[config.mk]
export PLATFORM = sky130hd
export DESIGN_NAME = tcc_transceive_command_control
export DESIGN_NICKNAME = d
export VERILOG_FILES = /design/src/rtl/tcc_pkg.sv /design/src/rtl/tcc_ctrl_if.sv /design/src/rtl/tcc_prbs.sv /design/src/rtl/tcc_soft_reset.sv /design/src/rtl/tcc_transceive_command_control.sv
export SDC_FILE = /design/constraint.sdc
export NUM_CORES = 1
export LEC_CHECK = 0
export ABC_AREA = 1
export BUFFER_PORTS_ARGS = -buffer_cell sky130_fd_sc_hd__buf_2
export CELL_PAD_IN_SITES_DETAIL_PLACEMENT = 0
export CELL_PAD_IN_SITES_GLOBAL_PLACEMENT = 2
export CORE_UTILIZATION = 29
export CTS_BUF_LIST = sky130_fd_sc_hd__clkbuf_4
export CTS_CLUSTER_SIZE = 12
export DETAILED_ROUTE_END_ITERATION = 8
export HOLD_SLACK_MARGIN = 0.02
export MAX_ROUTING_LAYER = met4
export PLACE_DENSITY = 0.79
export SLEW_MARGIN = 20
export SYNTH_ARGS = -nofsm -noshare
export SYNTH_HDL_FRONTEND = slang
export SYNTH_SLANG_ARGS = --single-unit
[constraint.sdc]
create_clock -name clk -period 1.8 [get_ports clk]
set_clock_uncertainty 0.15 [all_clocks]
set_input_delay 0.09 -clock clk [delete_from_list [all_inputs] [get_ports clk]]
set_output_delay 0.09 -clock clk [all_outputs]
set_load 0.02 [all_outputs]
[src/rtl/tcc_pkg.sv]
package tcc_pkg;

	// ****************************************************************
	// Register map (byte addresses)
	// ****************************************************************
	localparam logic [7:0]  OFF_SYS_CTRL  = 8'h00;
	localparam logic [7:0]  OFF_SEQ_STAT  = 8'h04;

	// ****************************************************************
	// System control word fields
	// ****************************************************************
	localparam int          CMD_LSB       = 0;
	localparam int          CMD_MSB       = 2;
	localparam int          START_SEND_B  = 3;
	localparam int          RSVD_LO_B     = 4;
	localparam int          PAT_LONG_B    = 5;
	localparam int          CIPHER_B      = 6;
	localparam int          RSVD_HI_B     = 7;
	localparam int          SOFT_RESET_B  = 8;

	// ****************************************************************
	// Reset values
	// ****************************************************************
	localparam logic [2:0]  CMD_RESET     = 3'h1;
	localparam logic        START_RESET   = 1'b0;
	localparam logic        PAT_RESET     = 1'b0;
	localparam logic        CIPHER_RESET  = 1'b0;
	localparam logic [14:0] PRBS_SEED     = 15'h7FFF;

	// ****************************************************************
	// Command codes
	// ****************************************************************
	localparam logic [2:0]  CMD_HALT      = 3'h0;
	localparam logic [2:0]  CMD_TRANSCEIVE = 3'h3;
	localparam logic [2:0]  CMD_PRESERVE  = 3'h4;
	localparam logic [2:0]  CMD_LOOPBACK  = 3'h5;
	localparam logic [2:0]  CMD_PATTERN   = 3'h6;

	// ****************************************************************
	// Status register fields
	// ****************************************************************
	localparam int          STAT_INIT_B   = 8;

	// ****************************************************************
	// Timing
	// ****************************************************************
	localparam int          CLK_PERIOD_NS = 50;
	localparam int          SRST_HOLD_NS  = 1000;
	localparam int          SRST_HOLD_CYC = (SRST_HOLD_NS + CLK_PERIOD_NS - 1) / CLK_PERIOD_NS;

	// ****************************************************************
	// Sequencer states
	// ****************************************************************
	typedef enum logic [5:0] {
		ST_IDLE    = 6'h01,
		ST_WAIT_TX = 6'h02,
		ST_TX      = 6'h04,
		ST_RX      = 6'h08,
		ST_LOOP    = 6'h10,
		ST_PATTERN = 6'h20
	} tcc_state_t;

	// Transmitter is driven in these states
	function automatic logic tcc_tx_active(input tcc_state_t s);
		return (s == ST_TX) || (s == ST_LOOP) || (s == ST_PATTERN);
	endfunction

	// Receiver is open in these states
	function automatic logic tcc_rx_active(input tcc_state_t s);
		return (s == ST_RX) || (s == ST_LOOP);
	endfunction

endpackage

[src/rtl/tcc_ctrl_if.sv]
`timescale 1ns/1ns
interface tcc_ctrl_if;
	logic prbs_run;
	logic prbs_long;
	logic prbs_bit;
	logic srst_fire;
	logic srst_hold;

	modport ctrl (output prbs_run, output prbs_long, output srst_fire, input prbs_bit, input srst_hold);
	modport prbs (input prbs_run, input prbs_long, output prbs_bit);
	modport rst  (input srst_fire, output srst_hold);
endinterface

[src/rtl/tcc_prbs.sv]
`timescale 1ns/1ns
module tcc_prbs (
	// Clock and reset
	input  wire logic clk,
	input  wire logic reset,
	// Control
	tcc_ctrl_if.prbs  ctl
);

	typedef struct packed {
		logic [14:0] lfsr;
		logic        bit_out;
	} tcc_prbs_st_t;

	tcc_prbs_st_t st_q;
	tcc_prbs_st_t st_d;
	logic         fb;

	always_comb begin
		st_d = st_q;
		fb   = ctl.prbs_long ? (st_q.lfsr[14] ^ st_q.lfsr[13]) : (st_q.lfsr[8] ^ st_q.lfsr[4]);
		if (ctl.prbs_run) begin
			st_d.lfsr    = {st_q.lfsr[13:0], fb};
			st_d.bit_out = fb;
		end else begin
			// Restart from the seed so each run begins identically
			st_d.lfsr    = tcc_pkg::PRBS_SEED;
			st_d.bit_out = 1'b0;
		end
	end

	always_ff @(posedge clk or posedge reset) begin
		if (reset) begin
			st_q <= '{lfsr: tcc_pkg::PRBS_SEED, bit_out: 1'b0};
		end else begin
			st_q <= st_d;
		end
	end

	assign ctl.prbs_bit = st_q.bit_out;

endmodule

[src/rtl/tcc_soft_reset.sv]
`timescale 1ns/1ns
module tcc_soft_reset (
	// Clock and reset
	input  wire logic clk,
	input  wire logic reset,
	// Control
	tcc_ctrl_if.rst   ctl
);

	typedef struct packed {
		logic [7:0] count;
		logic       hold;
	} tcc_srst_st_t;

	tcc_srst_st_t st_q;
	tcc_srst_st_t st_d;

	always_comb begin
		st_d = st_q;
		if (ctl.srst_fire) begin
			st_d.count = 8'(tcc_pkg::SRST_HOLD_CYC);
		end else if (st_q.count != 8'h00) begin
			st_d.count = st_q.count - 8'h01;
		end
		st_d.hold = ctl.srst_fire || (st_q.count > 8'h01);
	end

	always_ff @(posedge clk or posedge reset) begin
		if (reset) begin
			st_q <= '{count: 8'h00, hold: 1'b0};
		end else begin
			st_q <= st_d;
		end
	end

	assign ctl.srst_hold = st_q.hold;

endmodule

[src/rtl/tcc_transceive_command_control.sv]
// The implementer's own choices: the Wishbone register port and the register offsets.
`timescale 1ns/1ns
module tcc_transceive_command_control (
	// Clock and reset
	input  wire logic        clk,
	input  wire logic        reset,
	// Wishbone slave
	input  wire logic        wb_cyc_i,
	input  wire logic        wb_stb_i,
	input  wire logic        wb_we_i,
	input  wire logic [7:0]  wb_adr_i,
	input  wire logic [3:0]  wb_sel_i,
	input  wire logic [31:0] wb_dat_i,
	output logic      [31:0] wb_dat_o,
	output logic             wb_ack_o,
	// Frontend status
	input  wire logic        initiator,
	input  wire logic        tx_done,
	input  wire logic        rx_done,
	// Frontend control
	output logic             tx_enable,
	output logic             rx_enable,
	output logic             frontend_idle,
	output logic             abort_pulse,
	output logic             cipher_enable,
	output logic             pattern_length_select,
	output logic             pattern_bit,
	output logic             device_reset
);

	// ****************************************************************
	// State
	// ****************************************************************
	typedef struct packed {
		logic                ack;
		logic [31:0]         rdata;
		logic [2:0]          cmd;
		logic                start_send;
		logic                pat_long;
		logic                cipher;
		tcc_pkg::tcc_state_t state;
		logic                tx_en;
		logic                rx_en;
		logic                idle;
		logic                abort;
		logic                prbs_run;
		logic                srst_fire;
	} tcc_main_st_t;

	localparam tcc_main_st_t ST_RESET = '{
		ack:        1'b0,
		rdata:      32'h0000_0000,
		cmd:        tcc_pkg::CMD_RESET,
		start_send: tcc_pkg::START_RESET,
		pat_long:   tcc_pkg::PAT_RESET,
		cipher:     tcc_pkg::CIPHER_RESET,
		state:      tcc_pkg::ST_IDLE,
		tx_en:      1'b0,
		rx_en:      1'b0,
		idle:       1'b1,
		abort:      1'b0,
		prbs_run:   1'b0,
		srst_fire:  1'b0
	};

	tcc_main_st_t st_q;
	tcc_main_st_t st_d;

	// ****************************************************************
	// Helpers
	// ****************************************************************
	tcc_ctrl_if   ctl ();

	logic        req;
	logic        wr;
	logic        wr_ctrl;
	logic [2:0]  code;
	logic [31:0] ctrl_word;
	logic [31:0] stat_word;

	// ****************************************************************
	// Submodules
	// ****************************************************************
	tcc_prbs u_prbs (
		.clk   (clk),
		.reset (reset),
		.ctl   (ctl.prbs)
	);

	tcc_soft_reset u_srst (
		.clk   (clk),
		.reset (reset),
		.ctl   (ctl.rst)
	);

	// Fed from the next state so pattern data stops on the same edge as tx_enable
	assign ctl.prbs_run  = st_d.prbs_run;
	assign ctl.prbs_long = st_d.pat_long;
	assign ctl.srst_fire = st_q.srst_fire;

	// ****************************************************************
	// Read words
	// ****************************************************************
	always_comb begin
		ctrl_word = 32'h0000_0000;
		ctrl_word[tcc_pkg::CMD_MSB:tcc_pkg::CMD_LSB] = st_q.cmd;
		ctrl_word[tcc_pkg::START_SEND_B] = st_q.start_send;
		ctrl_word[tcc_pkg::PAT_LONG_B]   = st_q.pat_long;
		ctrl_word[tcc_pkg::CIPHER_B]     = st_q.cipher;
		// Soft reset is write-only and reads zero
		ctrl_word[tcc_pkg::SOFT_RESET_B] = 1'b0;
		ctrl_word[tcc_pkg::RSVD_LO_B]    = 1'b0;
		ctrl_word[tcc_pkg::RSVD_HI_B]    = 1'b0;
	end

	always_comb begin
		stat_word = 32'h0000_0000;
		stat_word[5:0] = st_q.state;
		stat_word[tcc_pkg::STAT_INIT_B] = initiator;
	end

	// ****************************************************************
	// Next state
	// ****************************************************************
	always_comb begin
		st_d = st_q;
		st_d.abort     = 1'b0;
		st_d.srst_fire = 1'b0;

		req     = wb_cyc_i && wb_stb_i;
		code    = wb_dat_i[tcc_pkg::CMD_MSB:tcc_pkg::CMD_LSB];
		// Writes land on the edge where the master sees ack
		wr      = req && st_q.ack && wb_we_i;
		wr_ctrl = wr && (wb_adr_i[7:2] == tcc_pkg::OFF_SYS_CTRL[7:2]);

		// Bus answer: one wait state, then ack for one cycle
		st_d.ack = req && !st_q.ack;
		if (req && !st_q.ack) begin
			if (wb_adr_i[7:2] == tcc_pkg::OFF_SYS_CTRL[7:2]) begin
				st_d.rdata = ctrl_word;
			end else if (wb_adr_i[7:2] == tcc_pkg::OFF_SEQ_STAT[7:2]) begin
				st_d.rdata = stat_word;
			end else begin
				// Unmapped: acknowledged, reads zero, writes dropped
				st_d.rdata = 32'h0000_0000;
			end
		end

		// Sequencer events from the frontend and the start_send bit
		case (st_q.state)
			tcc_pkg::ST_IDLE: begin
				st_d.state = tcc_pkg::ST_IDLE;
			end
			tcc_pkg::ST_WAIT_TX: begin
				if (st_q.start_send) begin
					st_d.state      = tcc_pkg::ST_TX;
					st_d.start_send = 1'b0;
				end
			end
			tcc_pkg::ST_TX: begin
				if (tx_done) begin
					st_d.state = tcc_pkg::ST_RX;
				end
			end
			tcc_pkg::ST_RX: begin
				// Loops back for the next frame instead of ending
				if (rx_done) begin
					st_d.state = tcc_pkg::ST_WAIT_TX;
				end
			end
			tcc_pkg::ST_LOOP: begin
				st_d.state = tcc_pkg::ST_LOOP;
			end
			tcc_pkg::ST_PATTERN: begin
				st_d.state = tcc_pkg::ST_PATTERN;
			end
			default: begin
				st_d.state = tcc_pkg::ST_IDLE;
			end
		endcase

		// Software write comes after the hardware clear, so a set wins
		if (wr_ctrl && wb_sel_i[0]) begin
			st_d.start_send = wb_dat_i[tcc_pkg::START_SEND_B];
			st_d.pat_long   = wb_dat_i[tcc_pkg::PAT_LONG_B];
			st_d.cipher     = wb_dat_i[tcc_pkg::CIPHER_B];
			if (code != tcc_pkg::CMD_PRESERVE) begin
				st_d.cmd = code;
				case (code)
					tcc_pkg::CMD_HALT: begin
						st_d.state = tcc_pkg::ST_IDLE;
						st_d.abort = 1'b1;
					end
					tcc_pkg::CMD_TRANSCEIVE: begin
						if (initiator) begin
							st_d.state = tcc_pkg::ST_WAIT_TX;
						end else begin
							st_d.state = tcc_pkg::ST_RX;
						end
					end
					tcc_pkg::CMD_LOOPBACK: begin
						st_d.state = tcc_pkg::ST_LOOP;
					end
					tcc_pkg::CMD_PATTERN: begin
						st_d.state = tcc_pkg::ST_PATTERN;
					end
					default: begin
						// Reserved codes are stored but run nothing
						st_d.state = tcc_pkg::ST_IDLE;
					end
				endcase
			end
		end

		// Bits above the soft reset lane are not stored anywhere
		if (wr_ctrl && wb_sel_i[1] && wb_dat_i[tcc_pkg::SOFT_RESET_B]) begin
			st_d.srst_fire = 1'b1;
		end

		// Frontend drive follows the next state so outputs are flops
		st_d.tx_en    = tcc_pkg::tcc_tx_active(st_d.state);
		st_d.rx_en    = tcc_pkg::tcc_rx_active(st_d.state);
		st_d.idle     = (st_d.state == tcc_pkg::ST_IDLE);
		st_d.prbs_run = (st_d.state == tcc_pkg::ST_PATTERN);

		// Soft reset returns everything but the bus handshake to defaults
		if (ctl.srst_hold) begin
			st_d       = ST_RESET;
			st_d.ack   = req && !st_q.ack;
			st_d.rdata = (req && !st_q.ack) ? 32'h0000_0000 : st_q.rdata;
		end
	end

	always_ff @(posedge clk or posedge reset) begin
		if (reset) begin
			st_q <= ST_RESET;
		end else begin
			st_q <= st_d;
		end
	end

	// ****************************************************************
	// Outputs
	// ****************************************************************
	assign wb_ack_o              = st_q.ack;
	assign wb_dat_o              = st_q.rdata;
	assign tx_enable             = st_q.tx_en;
	assign rx_enable             = st_q.rx_en;
	assign frontend_idle         = st_q.idle;
	assign abort_pulse           = st_q.abort;
	assign cipher_enable         = st_q.cipher;
	assign pattern_length_select = st_q.pat_long;
	assign pattern_bit           = ctl.prbs_bit;
	assign device_reset          = ctl.srst_hold;

endmodule

# [Yosys cells after proc, flatten, opt, wreduce, memory -nomap -nowiden]
# Cells that the tools add are included.
[totals] register_bits=75 out_inout_bits=41 word_cells=79
[classes] add_sub_neg=1 magnitude_cmp=1 eq_ne=15 n_mux=23 bitwise=2 n_reduce_logical=21
[ops] op="$mux 32" count=2
[ops] op="$mux 50" count=1
[ops] op="$pmux 6 s5" count=1
[ops] op="$mux 6" count=4
[ops] op="$mux 9" count=2
[ops] op="$pmux 6 s3" count=1
[ops] op="$mux 16" count=1
[ops] op="$mux 8" count=2
[ops] op="$eq 6x1->1 const B" count=2
[ops] op="$eq 6x3->1 const B" count=2
[ops] op="$eq 6x4->1 const B" count=2
[ops] op="$eq 6x5->1 const B" count=2
[ops] op="$eq 6x6->1 const B" count=2
[ops] op="$mux 12" count=1
[ops] op="$gt 8x1->1 const B" count=1
[ops] op="$logic_and 1x1->1" count=8
[ops] op="$reduce_bool 8->1" count=1
[ops] op="$sub 8x1->8 const B" count=1
[ops] op="$eq 3x3->1 const B" count=2
[ops] op="$eq 6x2->1 const B" count=1
[ops] op="$logic_not 6->1" count=1
[ops] op="$mux 1" count=6
[ops] op="$reduce_bool 2->1" count=3
[ops] op="$logic_or 1x1->1" count=4
[ops] op="9 further kinds" count=10

# [Logic depth before layout (Yosys ltp)]
# Gate-level depths: netlist of the first run.
[logic_depth] depth_word=12 mapped_depth=12 mapped_depth_nobuf=11

# [Modules after synthesis]
# From an unflattened synthesis of the first run, not the netlist that was laid out.
[hier_totals] hier_cells=323 area_unflattened_um2=2732.6
[modules_own_cells] mod="tcc_transceive_command_control" instances=1 cells_each=206 area_each_um2=1602.8 seq_area_each_um2=654.4
[modules_own_cells] mod="tcc_prbs" instances=1 cells_each=46 area_each_um2=571.8 seq_area_each_um2=419.2
[modules_own_cells] mod="tcc_soft_reset" instances=1 cells_each=71 area_each_um2=558.0 seq_area_each_um2=225.2

# [Worst setup path after synthesis of the first run]
# OpenSTA, ideal clock, no wires.
[synth_path] kind="reg-to-reg" start="reg st_q (netlist bit wb_ack_o)" end="reg u_prbs.st_q[10] in the netlist's numbering" arrival_ns=1.449 t_required_ns=1.568 setup_slack_ns=0.119 path_stages_with_launch=8 path_buffers=1 synth_period_minus_slack_ns=1.681 cell_sequence="dfrtp_1 > nand4_2 > nor3_4 > nand2_2 > nand2_1 > nand2_2 > buf_6 > or2_1"
[synth_rtl] element="from (decl)" line_no="tcc_transceive_command_control.sv:66" text="tcc_main_st_t st_q;"
[synth_rtl] element="from (signal assigned)" line_no="tcc_transceive_command_control.sv:238" text="st_q <= st_d;"
[synth_rtl] element="to (signal assigned)" line_no="tcc_prbs.sv:34" text="st_q <= '{lfsr: tcc_pkg::PRBS_SEED, bit_out: 1'b0};"
[synth_rtl] element="to (signal assigned)" line_no="tcc_prbs.sv:36" text="st_q <= st_d;"
[synth_rtl] element="to (decl)" line_no="tcc_prbs.sv:15" text="tcc_prbs_st_t st_q;"

==> results of run 1 <==
-- power groups by stage --
| stage | sequential, µW | clock [µW] | combinational, µW |
|---|---|---|---|
| 3_3_place_gp | 1340 | 0 | 458 |
| 4_1_cts | 1320 | 695 | 506 |
| 6_report | 1320 | 667 | 510 |
| 5_1_grt | 1340 | 749 | 594 |
| 3_5_place_dp | 1340 | 0 | 475 |
| 2_1_floorplan | 1330 | 0 | 379 |
-- per-layer routing --
metal	GRT usage [%]	vias up	part of all wire (%)
li1	-	1026	-
met1	15.9	965	46
met2	23.5	46	49
met3	2.66	4	4.7
met4	3.55	0	0.76
met5	-	-	0
-- registers in the layout (all words and copies together) (netlist names) --
| signal | cells |
|---|---|
| abort_pulse | 1 |
| cipher_enable | 1 |
| ctl.srst_fire | 1 |
| ctrl_word | 4 |
| frontend_idle | 1 |
| pattern_length_select | 1 |
| rx_enable | 1 |
| st_q | 6 |
| tx_enable | 1 |
| u_prbs.ctl.prbs_bit | 1 |
| u_prbs.st_q | 15 |
| u_srst.ctl.srst_hold | 1 |
| u_srst.st_q | 8 |
| wb_ack_o | 1 |
| wb_dat_o | 8 |
-- cells by family after synthesis --
| family | count (synthesis) | share of synthesized area (%) |
|---|---|---|
| XOR/XNOR | 2 | 0.676 |
| buffers and inverters | 71 | 15.3 |
| AND/OR/NAND/NOR | 135 | 24.6 |
| other | 1 | 0.145 |
| adder cells (fa/ha/maj) | 3 | 1.45 |
| AO/OA/AOI/OAI | 33 | 7.77 |
| flip-flops | 51 | 50.1 |
-- Yosys cell counts (all sizes together) --
library cell,instances
a211oi,1
a21oi,6
buf,35
conb,1
dfrtp,33
dfstp,18
ha,3
inv,36
nand2,52
nand3,24
nand3b,3
nand4,3
nor2,32
nor3,5
nor3b,1
o211ai,5
o21a,1
o21ai,12
o221ai,3
o22ai,4
o31ai,1
or2,15
xnor2,2
-- tightest hold or removal path, delay by kind of cell --
| kind | cells | cell delay, ns |
|---|---|---|
| and+or+nand+nor | 5 | 0.38 |
| buffers and inverters | 1 | 0.09 |
-- how the worst max path moves through the flow --
| stage | endpoint |
|---|---|
| CTS | u_prbs.st_q[4] |
| finish | ctl.srst_fire |
| detailed placement | u_prbs.st_q[15] |
| floorplan | u_prbs.st_q[10] |
| global route | u_prbs.st_q[3] |
| global placement | u_prbs.st_q[2] |
-- cell type report --
cell class / instances / area [µm²]
Clock buffer: 6 / 45.0
Clock inverter: 2 / 37.5
Fill cell: 959 / 5490
Inverter: 36 / 135
Multi-Input combinational cell: 197 / 1020
Sequential cell: 51 / 1300
Tap cell: 108 / 135
Timing Repair Buffer: 73 / 513
-- stage by stage --
step / setup WS (ns) / power [µW]
2_1_floorplan: 0.119 / 1710
5_1_grt: 0.00263 / 2680
6_report: 0.0896 / 2500
4_1_cts: 0.0371 / 2530
3_3_place_gp: -0.0268 / 1800
3_5_place_dp: -0.0251 / 1820
-- repair_timing --
item,CTS,global route
hold buffers,20,0
resized for setup,2,10
endpoints found under the setup margin,7,21
endpoints found under the hold margin,61,0
==> results.json, run 1 <==
{
  "irDropWorstVdd_mv": 0.329,
  "timing.critical_path.to_type": "flip-flop",
  "cap_violations": 0,
  "seq_power_share_pct": 52.9,
  "timing.fmax_mhz": 585,
  "top_library_cells_by_usage_in_the_layout_fill_and_taps_aside": "50 x sky130_fd_sc_hd__nand2_1, 39 x sky130_fd_sc_hd__buf_2, 35 x sky130_fd_sc_hd__inv_1",
  "clkSlewWorstSetupHoldPaths_ns": 0.16,
  "critical_path_depth": 7,
  "cts.htree.levels": 2,
  "netlist.top_cell.by_area": "sky130_fd_sc_hd__dfrtp_1",
  "cp.arrival_ns": 1.87,
  "setup_tns_ns": 0,
  "wire_per_inst_um": 12.0,
  "dp.cells": 445,
  "final_common_cell": "sky130_fd_sc_hd__nand2_1",
  "report.final.hold_viol_count": 0,
  "nNetsFinal": 419,
  "switching_share_pct": 29.7,
  "vias_in_the_first_global_route": 2032,
  "number_of_cells_produced_by_synthesis": 296,
  "route.antenna.remaining_nets": 0,
  "path_buf_inv": 4,
  "total_number_of_placement_rows": 34,
  "power.clock.fraction_pct": 26.7,
  "cts-root-to-sink-buffers": 2,
  "status": "finished clean",
  "intPower_uw": 1760,
  "cp_data_required_time_ns": 1.96,
  "tritoncts": "yes",
  "netlist_area_um2": 2590,
  "final_util_pct": 36.7,
  "synth_sequential_area_ratio_pct": 50.1,
  "hold-path-endpoint": "pattern_length_select",
  "fin_crit_sh_pct": 95.0,
  "hold_depth": 6,
  "worstHoldStart": "wb_adr_i[4]",
  "crit_start": "wb_adr_i[2]",
  "synth.top_cells.by_area": "sky130_fd_sc_hd__dfrtp_1 32%, sky130_fd_sc_hd__dfstp_2 18%, sky130_fd_sc_hd__buf_4 9.3%, sky130_fd_sc_hd__nand2_1 7.2%, sky130_fd_sc_hd__inv_1 5.2%",
  "top_level_pins": 93,
  "drt_iter0_drc": 61,
  "syn2layout_area_growth_pct": 22.8,
  "core_area_um2": 8680,
  "rsz_0062_raised_after_global_routing": "yes",
  "synth_warnings": 0,
  "floorplan.initialDensity_pct": 29.9,
  "power.switching_uw": 744,
  "path_delay_family": "buffers and inverters",
  "worstSkewPairLatency_ns": 0.37,
  "via_count": 2041,
  "drtPass1Iterations": 4,
  "global_route_wire_length_before_repair_um": 9210,
  "timing_max_transition_violations_final": 0,
  "power.density_nw_per_um2": 786,
  "minimum_clock_period_after_layout_ns": 1.71,
  "crit_chain": "dlygate4sd3_1, buf_2, nor2_1, nand3_2, buf_4, dlygate4sd3_1, nor3_2",
  "clock-root-buffer": "sky130_fd_sc_hd__clkbuf_4",
  "via_per_inst": 4.32,
  "antenna_found_initial": 0,
  "routed_wirelength_um": 5680,
  "hold_class": "primary input to flip-flop",
  "die_w_um": 96.6,
  "tritoncts_num_sinks": 51,
  "power.share.combinational_pct": 20.4,
  "floorplan.die.height_um": 96.6,
  "crit-reg2reg-launch": "st_q[11]",
  "p_leak_uw": 0.00156,
  "worst_r2r_path_depth": 10,
  "r2r_end": "u_prbs.st_q[4]",
  "globalRouteTotalUtil_pct": 13.5,
  "gp_congestion": 0.771,
  "num_antenna_cells": 0,
  "critical_path.max_fanout": 3,
  "globalRoute.totalOverflow": 0,
  "finish.instance_area_um2": 3180,
  "synth_cell_type_count": 32,
  "synthesis.area_per_instance_um2": 8.76,
  "startpoint_type": "primary input",
  "path_common_cell": "sky130_fd_sc_hd__dlygate4sd3_1",
  "cts_bufs_inserted": 5,
  "finalHoldWorstSlack_ns": 0.0878,
  "detail_route.drc_violations": 0,
  "io_buffer_count": 39,
  "drive_gt1_share_pct": 28.2,
  "postCtsSetupRepairBufs": 0,
  "grt_start_max_net_pins": 32,
  "setup.reg_to_reg.worst_slack_ns": 0.11,
  "dpl_cell_area_um2": 2870,
  "synth_top_area_share_pct": 31.9,
  "die_area_um2": 9320,
  "postSynthRegisterBits": 51,
  "setup_violations": 0,
  "detailedPlacementHpwl_um": 4260,
  "cp_slowest_cell": "sky130_fd_sc_hd__dlygate4sd3_1",
  "count_of_non_filler_cells_in_the_finished_layout": 473,
  "max_stage_delay_ns": 0.56,
  "path_class": "primary input to flip-flop"
}
No activity file was read; power rests on OpenSTA's default activity.
==> run 2, diff against run 1 <==
--- a/config.mk
+++ b/config.mk
@@ -15,7 +15,7 @@
 export DETAILED_ROUTE_END_ITERATION = 8
 export HOLD_SLACK_MARGIN = 0.02
 export MAX_ROUTING_LAYER = met4
-export PLACE_DENSITY = 0.79
+export PLACE_DENSITY = 0.88
 export SLEW_MARGIN = 20
 export SYNTH_ARGS = -nofsm -noshare
 export SYNTH_HDL_FRONTEND = slang
==> run 2 against run 1 <==
Clock-buffer cell count decreased by 1. Combinational power decreased by 4.5%. Critical endpoint is now u_prbs.st_q[2]. Critical path type is now flip-flop to flip-flop. Non-clock buffer count is the same.
==> results.json, run 2 (synthesis gave the netlist of run 1 again) <==
{
  "count_of_non_filler_cells_in_the_finished_layout": 473,
  "cts.htree.levels": 2,
  "wire_per_inst_um": 11.7,
  "finalHoldWorstSlack_ns": 0.0742,
  "irDropWorstVdd_mv": 0.283,
  "routed_wirelength_um": 5550,
  "final_common_cell": "sky130_fd_sc_hd__nand2_1",
  "timing.fmax_mhz": 584,
  "report.final.hold_viol_count": 0,
  "drt_iter0_drc": 43,
  "floorplan.initialDensity_pct": 29.9,
  "gp_congestion": 0.792,
  "route.antenna.remaining_nets": 0,
  "tritoncts_num_sinks": 51,
  "core_area_um2": 8680,
  "num_antenna_cells": 0,
  "largest_register": "u_prbs.st_q",
  "drive_gt1_share_pct": 27.4,
  "via_per_inst": 4.35,
  "cts_bufs_inserted": 5,
  "startpoint_type": "flip-flop",
  "hold_class": "primary input to flip-flop",
  "worstSkewPairLatency_ns": 0.37,
  "global_route_wire_length_before_repair_um": 9110,
  "syn2layout_area_growth_pct": 21.8,
  "cts-root-to-sink-buffers": 2,
  "top_library_cells_by_usage_in_the_layout_fill_and_taps_aside": "50 x sky130_fd_sc_hd__nand2_1, 39 x sky130_fd_sc_hd__buf_2, 35 x sky130_fd_sc_hd__inv_1",
  "power.density_nw_per_um2": 741,
  "io_buffer_count": 39,
  "clkSlewWorstSetupHoldPaths_ns": 0.16,
  "rsz_0062_raised_after_global_routing": "yes",
  "floorplan.die.height_um": 96.6,
  "globalRouteTotalUtil_pct": 13.3,
  "nNetsFinal": 419,
  "dp.cells": 442,
  "cap_violations": 0,
  "final.setup.worst_slack_ns": 0.0867,
  "cp_slowest_cell": "sky130_fd_sc_hd__dfrtp_1",
  "via_count": 2056,
  "path_class": "flip-flop to flip-flop",
  "globalRoute.totalOverflow": 0,
  "fill_cells": 939,
  "cp_data_required_time_ns": 1.94,
  "dp_worst_slack_ns": 0.0445,
  "status": "finished clean",
  "setup_violations": 0,
  "p_leak_uw": 0.00154,
  "detail_route.drc_violations": 0,
  "tritoncts": "yes",
  "top_level_pins": 93,
  "die_w_um": 96.6,
  "timing_max_transition_violations_final": 0,
  "fin_crit_sh_pct": 95.2,
  "path_common_cell": "sky130_fd_sc_hd__nand2_1",
  "vias_in_the_first_global_route": 1928,
  "clock-root-buffer": "sky130_fd_sc_hd__clkbuf_4",
  "setup_tns_ns": 0,
  "finish.instance_area_um2": 3160,
  "max_stage_delay_ns": 0.44,
  "drtPass1Iterations": 4,
  "grt_start_max_net_pins": 52,
  "crit_chain": "nand4_2, nor2_2, nand2_1, nand2_1, nand2_1, nand2_4, or2_2",
  "dpl_cell_area_um2": 2840,
  "largest_register_ffs": 15,
  "critical_path.max_fanout": 17,
  "die_area_um2": 9320,
  "antenna_found_initial": 0,
  "total_number_of_placement_rows": 34,
  "detailedPlacementHpwl_um": 4090,
  "timing.critical_path.to_type": "flip-flop",
  "minimum_clock_period_after_layout_ns": 1.71,
  "cp.arrival_ns": 1.85
}
==> run 2: report_power, final <==
part / switching, µW / internal (µW) / leakage [µW]
registers: 81.9 / 1240 / 0.000627
logic: 292 / 195 / 0.000879
clock network: 373 / 153 / 0.0000332
total: 747 / 1590 / 0.00154
==> run 2: layout make-up <==
type	instances	area (µm²)	share of cell area, %
clock buffers	5	37.5	1.19
clock inverters	3	18.8	0.594
inverters	36	135	4.28
multi-input cells	197	1010	32.1
flip-flops and latches	51	1300	41.1
well taps	108	135	4.28
repair buffers	73	518	16.4
==> run 2: layer usage <==
metal	up-vias	wire length, µm	share of wire [%]	global-route usage, %
met5	-	0	0	-
met4	0	21	0.38	2.57
met3	2	196	3.5	2.82
met2	45	2690	48	21.9
met1	979	2650	48	17.1
li1	1030	-	-	-
==> run 2: path summary, 6_finish.rpt <==
kind / from / to / slack (ns) / cells after the start
min: wb_cyc_i / wb_dat_o[5] / 0.07 / 6
min reg2reg: u_srst.st_q[6] / u_srst.st_q[6] / 0.35 / 1
max in group asynchronous: reset / u_prbs.st_q[4] / 1.08 / 4
min in group asynchronous: reset / u_srst.ctl.srst_hold / 0.13 / 4
max reg2reg: wb_ack_o / u_prbs.st_q[2] / 0.09 / 7
max: wb_ack_o / u_prbs.st_q[2] / 0.09 / 7
==> run 2: stage by stage <==
stage          total power (µW)  util (%)
4_1_cts                    2370      36.0
2_1_floorplan              1710         -
3_5_place_dp               1790      32.8
6_report                   2340      36.4
3_3_place_gp               1790      32.8
5_1_grt                    2520      36.4
==> run 2: timing repair <==
action                                  4_1_cts  5_1_grt
buffers inserted                              0        1
hold endpoints to repair                     67        0
gates resized for setup                       0       10
endpoints found under the setup margin        0       21
hold buffers                                 22        0
==> run 2: worst max-delay path: cells and delay by family, from the launching register on <==
| family | cells | cell delay [ns] |
|---|---|---|
| DFF | 1 | 0.44 |
| and+or+nand+nor | 7 | 1.03 |
==> run 3, diff against run 2 <==
--- a/config.mk
+++ b/config.mk
@@ -16,6 +16,7 @@
 export HOLD_SLACK_MARGIN = 0.02
 export MAX_ROUTING_LAYER = met4
 export PLACE_DENSITY = 0.88
+export REMOVE_ABC_BUFFERS = 1
 export SLEW_MARGIN = 20
 export SYNTH_ARGS = -nofsm -noshare
 export SYNTH_HDL_FRONTEND = slang
==> run 3 against run 2 <==
Via count is 1.3% lower. Combinational power grew 0.8%. Die area did not move. Sequential share of layout area rose by 0.13 points. Register-to-register slack gained 0.03 ns. Non-clock buffer count down 2. Cell count down 0.21%. Critical path depth stayed put. Clock-buffer cell count up 2. Largest cell class unchanged. Largest power group unchanged.
==> results.json, run 3 (synthesis gave the netlist of run 1 again) <==
{
  "status": "finished clean",
  "cts-root-to-sink-buffers": 2,
  "seq_power_share_pct": 56.8,
  "met2RoutedLength_um": 2710,
  "dpl_cell_area_um2": 2850,
  "largest_register_ffs": 15,
  "clkSlewWorstSetupHoldPaths_ns": 0.14,
  "worstSkewPairLatency_ns": 0.35,
  "cap_violations": 0,
  "cts.htree.levels": 2,
  "met1Wirelength_um": 2490,
  "setup.reg_to_reg.worst_slack_ns": 0.12,
  "io_buffer_count": 39,
  "total_number_of_placement_rows": 34,
  "top_layer": "met4",
  "report.final.hold_viol_count": 0,
  "hold_class": "primary input to asynchronous set/reset pin",
  "fill_cells": 933,
  "detailedPlacementHpwl_um": 4140,
  "finish.instance_area_um2": 3150,
  "detail_route.drc_violations": 0,
  "top_library_cells_by_usage_in_the_layout_fill_and_taps_aside": "49 x sky130_fd_sc_hd__nand2_1, 39 x sky130_fd_sc_hd__buf_2, 35 x sky130_fd_sc_hd__inv_1",
  "dp.cells": 443,
  "globalRouteTotalUtil_pct": 13.2,
  "route.antenna.remaining_nets": 0,
  "power.switching_uw": 703,
  "tritoncts_num_sinks": 51,
  "irDropWorstVdd_mv": 0.281,
  "setup_violations": 0,
  "final.setup.worst_slack_ns": 0.0775,
  "tritoncts": "yes",
  "antenna_found_initial": 0,
  "vias_in_the_first_global_route": 1941,
  "globalRoute.totalOverflow": 0,
  "power.density_nw_per_um2": 740,
  "switching_share_pct": 30.2,
  "startpoint_type": "primary input",
  "die_area_um2": 9320,
  "gp_congestion": 0.836,
  "drt_iter0_drc": 34,
  "final_util_pct": 36.3,
  "cp.arrival_ns": 1.86,
  "total_power_of_the_final_layout_uw": 2330,
  "largest_register": "u_prbs.st_q",
  "timing.fmax_mhz": 581,
  "global_route_wire_length_before_repair_um": 9030,
  "amount_of_wire_on_met3_after_detailed_routing_um": 234,
  "syn2layout_area_growth_pct": 21.4,
  "drtPass1Iterations": 4,
  "path_class": "primary input to flip-flop",
  "via_per_inst": 4.30,
  "p_leak_uw": 0.00154,
  "die_w_um": 96.6,
  "count_of_non_filler_cells_in_the_finished_layout": 472,
  "power.share.combinational_pct": 21.1,
  "dp_worst_slack_ns": 0.0497,
  "core_area_um2": 8680,
  "power.clock.fraction_pct": 22.1,
  "top_level_pins": 93,
  "final_common_cell": "sky130_fd_sc_hd__nand2_1",
  "wire_per_inst_um": 11.7,
  "grt_start_max_net_pins": 26,
  "routed_wirelength_um": 5510,
  "num_antenna_cells": 0,
  "minimum_clock_period_after_layout_ns": 1.72,
  "fin_crit_sh_pct": 95.7,
  "intPower_uw": 1630,
  "via_count": 2030,
  "timing.critical_path.to_type": "flip-flop",
  "postCtsSetupRepairBufs": 0,
  "floorplan.die.height_um": 96.6,
  "floorplan.initialDensity_pct": 29.9,
  "timing_max_transition_violations_final": 0,
  "nNetsFinal": 418,
  "critical_path.max_fanout": 3,
  "clock-root-buffer": "sky130_fd_sc_hd__clkbuf_4",
  "cp_data_required_time_ns": 1.94,
  "cts_bufs_inserted": 5,
  "drive_gt1_share_pct": 27.5
}
run 3: cell count changes in the layout (fill, tap and decap cells not counted), moves of 2 or more:
cell	delta
sky130_fd_sc_hd__nor2_2	-3
sky130_fd_sc_hd__clkbuf_4	+2
sky130_fd_sc_hd__dlygate4sd3_1	-2
sky130_fd_sc_hd__nor2_1	+2
run 3: power groups by stage:
stage,clock network [µW],registers [µW],logic [µW]
after CTS,549,1330,495
after global placement,0,1340,455
final,515,1320,491
after floorplan,0,1330,337
after detailed placement,0,1340,462
after global routing,594,1340,569
run 3: layout make-up:
cell class	count	area [µm²]	area share, %
Inverter	36	135	4.29
Clock inverter	1	5.00	0.159
Tap cell	108	135	4.29
Multi-Input combinational cell	198	1020	32.5
Timing Repair Buffer	71	498	15.8
Sequential cell	51	1300	41.3
Clock buffer	7	52.6	1.67
run 3: worst paths after layout:
path | to | cells after the start | start
worst max register to register | u_prbs.st_q[6] | 9 | st_q[8]
worst max-delay path | ctl.srst_fire | 7 | wb_adr_i[6]
worst min register to register | u_srst.st_q[4] | 1 | ctl.srst_fire
min in group clk | pattern_length_select | 6 | wb_adr_i[5]
worst min-delay path | u_srst.st_q[8] | 3 | reset
max in group asynchronous | ctrl_word[0] | 4 | reset
run 3: metrics by stage:
stage / setup TNS [ns] / hold slack, ns
after floorplan: 0 / 0.0135
after global placement: 0 / -0.0699
after detailed placement: 0 / -0.0698
after CTS: 0 / 0.0725
after global routing: -0.00296 / 0.0840
final: 0 / 0.0878
run 3: worst max-delay path, cell delays in order:
cell and delay (ns):
sky130_fd_sc_hd__dlygate4sd3_1 0.54, sky130_fd_sc_hd__buf_2 0.13, sky130_fd_sc_hd__nor2_2 0.11, sky130_fd_sc_hd__nand3_2 0.15
sky130_fd_sc_hd__buf_4 0.17, sky130_fd_sc_hd__dlygate4sd3_1 0.56, sky130_fd_sc_hd__nor3_2 0.11
run 3: routing by layer:
metal  vias up  GRT usage [%]
met5         -              -
met4         0           4.41
met3         6           3.05
met2        36           21.1
met1       961           16.4
li1       1027              -
run 3: timing repair:
item | 4_1_cts | 5_1_grt
setup endpoints to repair | 0 | 23
hold endpoints to repair | 52 | 0
hold buffers | 20 | 0
gates resized for setup | 0 | 10
